## src/rscp_pkg.sv

```systemverilog
// Package: strap decode constants and carrier types for the strap/pin mapper
package rscp_pkg;
  // Strap vector layout
  localparam int RSCP_STRAP_W = 8;
  localparam int RSCP_BUS_LSB = 0;
  localparam int RSCP_DIR_BIT = 3;
  localparam int RSCP_ORDER_BIT = 4;
  localparam int RSCP_WAITPOL_BIT = 5;
  localparam int RSCP_DIV_LSB = 6;
  localparam int RSCP_GPIO_W = 7;
  localparam int RSCP_PDAT_W = 18;
  // Reset values of captured straps
  localparam logic [7:0] RSCP_STRAP_RST = 8'h00;
  // Bus type codes
  typedef enum logic [2:0] {
    RSCP_BUS_A = 3'b000,
    RSCP_BUS_SZ1 = 3'b001,
    RSCP_BUS_SZ2 = 3'b010,
    RSCP_BUS_GEN1 = 3'b011,
    RSCP_BUS_GEN2 = 3'b100,
    RSCP_BUS_BE1 = 3'b101,
    RSCP_BUS_BE2 = 3'b110,
    RSCP_BUS_RSV = 3'b111
  } rscp_bus_e;
  // Panel type field values
  localparam logic [1:0] RSCP_PANEL_BIAS_TFT = 2'h2;
  // Captured configuration carrier
  typedef struct packed {
    rscp_bus_e bus_type;
    logic big_endian;
    logic gpio_in;
    logic wait_high;
    logic [1:0] div_sel;
    logic valid;
  } rscp_cfg_s;
endpackage : rscp_pkg

```

## src/rscp_strap_map.sv

```systemverilog
// Reset-time strap capture, bus clock divider and panel pin mapping
//
// Notes on behaviour
// RULE1: straps latched once, at reset release only
// RULE2: bus code plus byte order validity check
// RULE3: direction strap high means inputs, else outputs
// RULE4: wait output polarity follows polarity strap
// RULE5: bus clock divide 1,2,3,4 from straps
// RULE6: address bit zero ignored where unused
// RULE7: host wires upper half on wide bus
// RULE8: direct TFT needs outputs-direction strap
// RULE9: panel type 10 lets spare output bias
// RULE10: passive colour data presented on shift edge
// RULE11: host selects buffer high, registers low
// RULE12: straps held stable; reserved codes flagged
`timescale 1ns/1ns
`default_nettype none
module rscp_strap_map
  import rscp_pkg::*;
(
  input wire logic core_clk,
  input wire logic rstn,
  input wire logic [7:0] config_straps,
  input wire logic host_addr_bit0,
  input wire logic host_space_sel,
  input wire logic wait_req,
  input wire logic [1:0] panel_type_field,
  input wire logic bias_req,
  input wire logic spare_gp_val,
  input wire logic panel_shift_req,
  input wire logic [RSCP_PDAT_W-1:0] panel_pixel,
  input wire logic [RSCP_GPIO_W-1:0] gpio_in,
  input wire logic [RSCP_GPIO_W-1:0] gpio_out_val,
  output var rscp_cfg_s cfg,
  output logic cfg_supported,
  output logic addr_bit0_eff,
  output logic space_is_buffer,
  output logic host_wait_out,
  output logic bus_clk_en,
  output logic spare_output_pin,
  output logic panel_shift_clock,
  output logic [RSCP_PDAT_W-1:0] panel_data_lines,
  output logic [RSCP_GPIO_W-1:0] gpio_out,
  output logic [RSCP_GPIO_W-1:0] gpio_oe,
  output logic [RSCP_GPIO_W-1:0] gpio_in_sync
);

  // ==========================================================
  // Strap synchronisers and reset-release capture
  // ==========================================================
  logic [7:0] strap_s1_reg;
  logic [7:0] strap_s2_reg;
  logic rst_seen_reg;
  rscp_cfg_s cfg_reg;
  rscp_cfg_s cfg_next;

  // Straps are board-level pins, so they pass two flops first
  always_ff @(posedge core_clk) begin
    strap_s1_reg <= config_straps;
    strap_s2_reg <= strap_s1_reg;
  end

  // Decode of the synchronised strap word
  assign cfg_next.bus_type = rscp_bus_e'(strap_s2_reg[RSCP_BUS_LSB +: 3]);
  assign cfg_next.big_endian = strap_s2_reg[RSCP_ORDER_BIT];
  assign cfg_next.gpio_in = strap_s2_reg[RSCP_DIR_BIT];
  assign cfg_next.wait_high = strap_s2_reg[RSCP_WAITPOL_BIT];
  assign cfg_next.div_sel = strap_s2_reg[RSCP_DIV_LSB +: 2];
  assign cfg_next.valid = 1'b1;

  // Capture on the first clock after rstn rises, then freeze
  always_ff @(posedge core_clk) begin
    if (!rstn) begin
      rst_seen_reg <= 1'b0;
      // Struct is one bit wider than the strap word; valid sits at the bottom
      cfg_reg <= rscp_cfg_s'({RSCP_STRAP_RST, 1'b0});
    end else if (!rst_seen_reg) begin
      rst_seen_reg <= 1'b1;
      cfg_reg <= cfg_next; // see RULE1
    end
  end
  assign cfg = cfg_reg; // see RULE12

  // ==========================================================
  // Bus code validity
  // ==========================================================
  logic code_ok;
  always_comb begin
    case (cfg_reg.bus_type)
      RSCP_BUS_A, RSCP_BUS_GEN1: code_ok = 1'b1; // see RULE2
      RSCP_BUS_SZ1, RSCP_BUS_SZ2,
      RSCP_BUS_BE1, RSCP_BUS_BE2: code_ok = cfg_reg.big_endian;
      RSCP_BUS_GEN2: code_ok = !cfg_reg.big_endian;
      default: code_ok = 1'b0; // see RULE12
    endcase
  end
  assign cfg_supported = code_ok && cfg_reg.valid;

  // ==========================================================
  // Host side pin handling
  // ==========================================================
  // Only the second generic and second size-strobed buses use address bit zero
  wire a0_used = (cfg_reg.bus_type == RSCP_BUS_GEN2) ||
                 (cfg_reg.bus_type == RSCP_BUS_SZ2);
  assign addr_bit0_eff = a0_used & host_addr_bit0; // see RULE6
  // Selection is a host obligation; we just pass it inward
  assign space_is_buffer = host_space_sel; // see RULE11
  // Polarity from the strap; active low until capture, as reset clears wait_high
  assign host_wait_out = cfg_reg.wait_high ? wait_req : !wait_req; // see RULE4

  // ==========================================================
  // Bus clock enable divider
  // ==========================================================
  logic [1:0] div_cnt_reg;
  wire div_wrap = (div_cnt_reg == cfg_reg.div_sel);
  always_ff @(posedge core_clk) begin
    if (!rstn || !rst_seen_reg) begin
      div_cnt_reg <= 2'h0;
    end else begin
      div_cnt_reg <= div_wrap ? 2'h0 : div_cnt_reg + 2'h1; // see RULE5
    end
  end
  assign bus_clk_en = rst_seen_reg && div_wrap; // see RULE5

  // ==========================================================
  // General I/O direction and sync
  // ==========================================================
  logic [RSCP_GPIO_W-1:0] gin_s1_reg;
  logic [RSCP_GPIO_W-1:0] gin_s2_reg;
  always_ff @(posedge core_clk) begin
    gin_s1_reg <= gpio_in;
    gin_s2_reg <= gin_s1_reg;
  end
  assign gpio_in_sync = gin_s2_reg;
  // Held undriven until the strap is known, avoiding a contention spike
  assign gpio_oe = {RSCP_GPIO_W{rst_seen_reg && !cfg_reg.gpio_in}}; // see RULE3
  assign gpio_out = gpio_out_val; // see RULE8

  // ==========================================================
  // Panel outputs
  // ==========================================================
  wire bias_mode = (panel_type_field == RSCP_PANEL_BIAS_TFT);
  logic spare_reg;
  logic shift_reg;
  logic [RSCP_PDAT_W-1:0] pdat_reg;
  always_ff @(posedge core_clk) begin
    if (!rstn) begin
      spare_reg <= 1'b0;
      shift_reg <= 1'b0;
      pdat_reg <= '0;
    end else begin
      spare_reg <= bias_mode ? bias_req : spare_gp_val; // see RULE9
      shift_reg <= panel_shift_req;
      // Data changes with the rising shift edge so it is valid there
      if (panel_shift_req && !shift_reg) begin
        pdat_reg <= panel_pixel; // see RULE10
      end
    end
  end
  assign spare_output_pin = spare_reg;
  assign panel_shift_clock = shift_reg;
  assign panel_data_lines = pdat_reg;

  // ==========================================================
  // Assertions
  // ==========================================================
  property p_cfg_frozen;
    @(posedge core_clk) disable iff (!rstn)
      $past(rst_seen_reg) |-> $stable(cfg_reg);
  endproperty
  a_cfg_frozen: assert property (p_cfg_frozen) // see RULE1
    else $error("captured straps changed after reset");

  property p_gen2_le;
    @(posedge core_clk) disable iff (!rstn)
      (cfg_reg.bus_type == RSCP_BUS_GEN2) |->
        (cfg_supported == !cfg_reg.big_endian);
  endproperty
  a_gen2_le: assert property (p_gen2_le) // see RULE2
    else $error("bus code 100 validity wrong");

  property p_rsv;
    @(posedge core_clk) disable iff (!rstn)
      (cfg_reg.bus_type == RSCP_BUS_RSV) |-> !cfg_supported;
  endproperty
  a_rsv: assert property (p_rsv) // see RULE12
    else $error("reserved bus code accepted");

  property p_dir;
    @(posedge core_clk) disable iff (!rstn)
      rst_seen_reg |-> (gpio_oe[0] == !cfg_reg.gpio_in);
  endproperty
  a_dir: assert property (p_dir) // see RULE3
    else $error("io direction does not follow strap");

  property p_wait;
    @(posedge core_clk) disable iff (!rstn)
      wait_req |-> (host_wait_out == cfg_reg.wait_high);
  endproperty
  a_wait: assert property (p_wait) // see RULE4
    else $error("wait polarity wrong");

  property p_div4;
    @(posedge core_clk) disable iff (!rstn)
      (bus_clk_en && cfg_reg.div_sel == 2'h3) |->
        ##1 !bus_clk_en [*3] ##1 bus_clk_en;
  endproperty
  a_div4: assert property (p_div4) // see RULE5
    else $error("divide by four spacing wrong");

  property p_a0;
    @(posedge core_clk) disable iff (!rstn)
      (cfg_reg.bus_type == RSCP_BUS_A) |-> !addr_bit0_eff;
  endproperty
  a_a0: assert property (p_a0) // see RULE6
    else $error("unused address bit leaked");

  property p_bias;
    @(posedge core_clk) disable iff (!rstn)
      (bias_mode && bias_req) |=> spare_output_pin;
  endproperty
  a_bias: assert property (p_bias) // see RULE9
    else $error("bias not routed to spare output");

  property p_pdat;
    @(posedge core_clk) disable iff (!rstn)
      (panel_shift_req && !shift_reg) |=>
        (panel_data_lines == $past(panel_pixel));
  endproperty
  a_pdat: assert property (p_pdat) // see RULE10
    else $error("panel data not launched at shift edge");

  c_capture: cover property (@(posedge core_clk) $rose(rst_seen_reg));
  c_div3: cover property (@(posedge core_clk)
    bus_clk_en && cfg_reg.div_sel == 2'h2);
  c_bias: cover property (@(posedge core_clk) bias_mode && bias_req);
  c_unsup: cover property (@(posedge core_clk)
    rst_seen_reg && !cfg_supported);

endmodule : rscp_strap_map
`default_nettype wire

```

## config.mk

```make
export PLATFORM = sky130hd
export DESIGN_NAME = rscp_strap_map
export DESIGN_NICKNAME = d
export VERILOG_FILES = /design/src/rscp_pkg.sv /design/src/rscp_strap_map.sv
export SDC_FILE = /design/constraint.sdc
export NUM_CORES = 1
export LEC_CHECK = 0
export BUFFER_PORTS_ARGS = -buffer_cell sky130_fd_sc_hd__buf_2
export CAP_MARGIN = 40
export CORE_MARGIN = 1
export CORE_UTILIZATION = 48
export CTS_CLUSTER_DIAMETER = 120
export DETAILED_ROUTE_END_ITERATION = 6
export PLACE_DENSITY = 0.84
export SLEW_MARGIN = 20
export SYNTH_ARGS = -nofsm -noshare
export SYNTH_HDL_FRONTEND = slang
export SYNTH_SLANG_ARGS = --single-unit
```

## constraint.sdc

```tcl
create_clock -name core_clk -period 1.8 [get_ports core_clk]
set_input_delay 0.36 -clock core_clk [delete_from_list [all_inputs] [get_ports core_clk]]
set_output_delay 0.36 -clock core_clk [all_outputs]
set_load 0.03 [all_outputs]
```

==> metrics <==
slew margin rel. 0.712; die footprint 4560 sq um; CTS max path bufs 2; Crit Path Max Fanout 3; Pins Over Slew Limit 0; first-pass GRT wire length 5450 um; Tot Pwr 2940 uW; Ys Warns 0; fin crit share 0.921; Worst-path clk slew 80 ps; clock sink total 62; ys flop type dfxtp_1; num ports 105; via count 1,453; Sw Pwr 838 uW; Setup-failing EPs final 0; Crit path required time 1440 ps; total gr overflow 0; HPWL after DPL 2450 um; asr flop ratio synth 0; Layout area overhead 26.5%; wire per inst 11.3 um; Worst setup SP type flop; Yosys top cell area share 0.602; final setup margin 143 ps; FF+latch count, synth 62; count of final hold-check violations 0; clk_skew 5.52 ps; slew of the pin with the lowest slew margin 432 ps; core area 4060 sq um; share of cells above drive strength 1 0.491; Vias/cell 4.58; fin nets 312; sequential group share of total power 0.505; vias in the first global route 1,293; die width 67.6 um; Max Freq 603 MHz; Multi-input gate area 651 sq um; crit path time final 1660 ps; Seq/Total Area, Yosys 0.602; Final GP Congestion 0.708; diode count 0; initial core utilization 0.508; Fillers 354; combinational cell fraction of total power 0.125; most common library cells after synthesis dfxtp_1, nand2_1, buf_4; post-layout util 0.643; Hold Path Class in2reg; DRT Pass-1 Iters 4; Reg area 1240 sq um; Clk network pwr share 0.370; final wirelength 3570 um; Mapped Nets 232; CTS tree yes; Post-Layout Cell Count 317; RSZ-0062 raised after global routing no; Post-Syn Area 2060 sq um; Remaining DRCs 0; Worst Path Arrival 1300 ps; Total GRT Usage 0.170; Max Cap Viol 0; initial antenna violation count 0; # rows 23; crit end category output port; Synth area leader dfxtp_1; Max H-tree Level 3; post-route antenna net violation count 0; CTS resizes 0; Initial DRC Count 43; Int Power 2100 uW; CTS Buf Count 9; I/O Buffers 88; sw frac 0.285; max reg flops 18; number of setup buffers added after CTS 0; root buf cell clkbuf_8; top post-synthesis cells by area dfxtp_1, buf_4, a21boi_2, nand2_1, mux2i_1; largest vdd supply drop 0.000784 V; dpl cells 301; P_leak 0.00123 uW; outcome complete, no violations; setup_tns 0 ps; worst skew pair latency 330 ps; Avg Cell Area, Syn 11.3 sq um; Setup Crit Path Kind reg2out; post-synthesis cell type count 26; most frequent cell after synthesis dfxtp_1; Post-Syn Instances 182; Die Y-Extent 67.6 um; CTS Hold Bufs 0; Worst Setup Slack post-DPL 439 ps; EDFF count, synth 0; largest net degree at the start of global routing 32; Pwr Density 1130 nW/um^2
## metal layers
layer,vias to the layer above,global-route usage,wire length [um]
li1,732,-,-
met1,667,0.178,1450
met2,47,0.271,1830
met3,7,0.0642,217
met4,0,0.136,70
met5,-,0,0
## layout by cell type (no fill, tap or decap), types with 4 or more instances in the layout
cell	n
mux2i_1	9
nor2b_1	11
a21boi_2	10
buf_2	88
dfxtp_1	61
nand2_2	10
nand2_1	29
a21boi_1	8
clkbuf_8	9
xnor2_1	4
inv_6	4
## worst max-delay path: stages, from the launching register on
cell,delay [ps]
dfxtp_1,360
inv_1,70
o41ai_2,290
buf_2,240
## kinds of logic (layout without fill, tap and decap cells)
logic type	Yosys count	after routing	synth area share
DFF	62	62	0.602
and+or+nand+nor	57	57	0.138
AOI/OAI and AO/OA	25	25	0.112
buffers and inverters	25	110	0.0879
muxes	9	9	0.0437
xor gates and xnor gates	4	4	0.0170
## final cells by class
cell class / instances / share of cell area
Clock buffer: 9 / 0.0475
Inverter: 3 / 0.00431
Sequential cell: 62 / 0.476
Multi-Input combinational cell: 95 / 0.249
Timing Repair Buffer: 91 / 0.177
Clock inverter: 7 / 0.0216
Tap cell: 50 / 0.0240
## power by group through the flow
stage	clock [uW]	combinational, uW	sequential, uW
2_1_floorplan	0	211	1600
3_3_place_gp	0	367	1510
3_5_place_dp	0	372	1510
4_1_cts	1120	373	1480
5_1_grt	1180	401	1490
6_report	1090	368	1480
## metrics by stage
stage | hold WS (ps) | area, sq um
after floorplan | 310 | 2070
after global placement | 310 | 2430
after detailed placement | 313 | 2430
after CTS | 105 | 2610
after global routing | 102 | 2610
final | 123 | 2610
## path summary, 6_finish.rpt
kind | start | to | slack [ps] | cells past startpoint
hold / removal | config_straps[3] | strap_s1_reg[3] | 120 | 1
setup reg to reg | panel_shift_clock | panel_data_lines[17] | 760 | 4
setup / recovery | cfg[0] | cfg_supported | 140 | 3
hold reg to reg | gin_s1_reg[4] | gpio_in_sync[4] | 330 | 0
No activity file was read; power rests on OpenSTA's default activity.
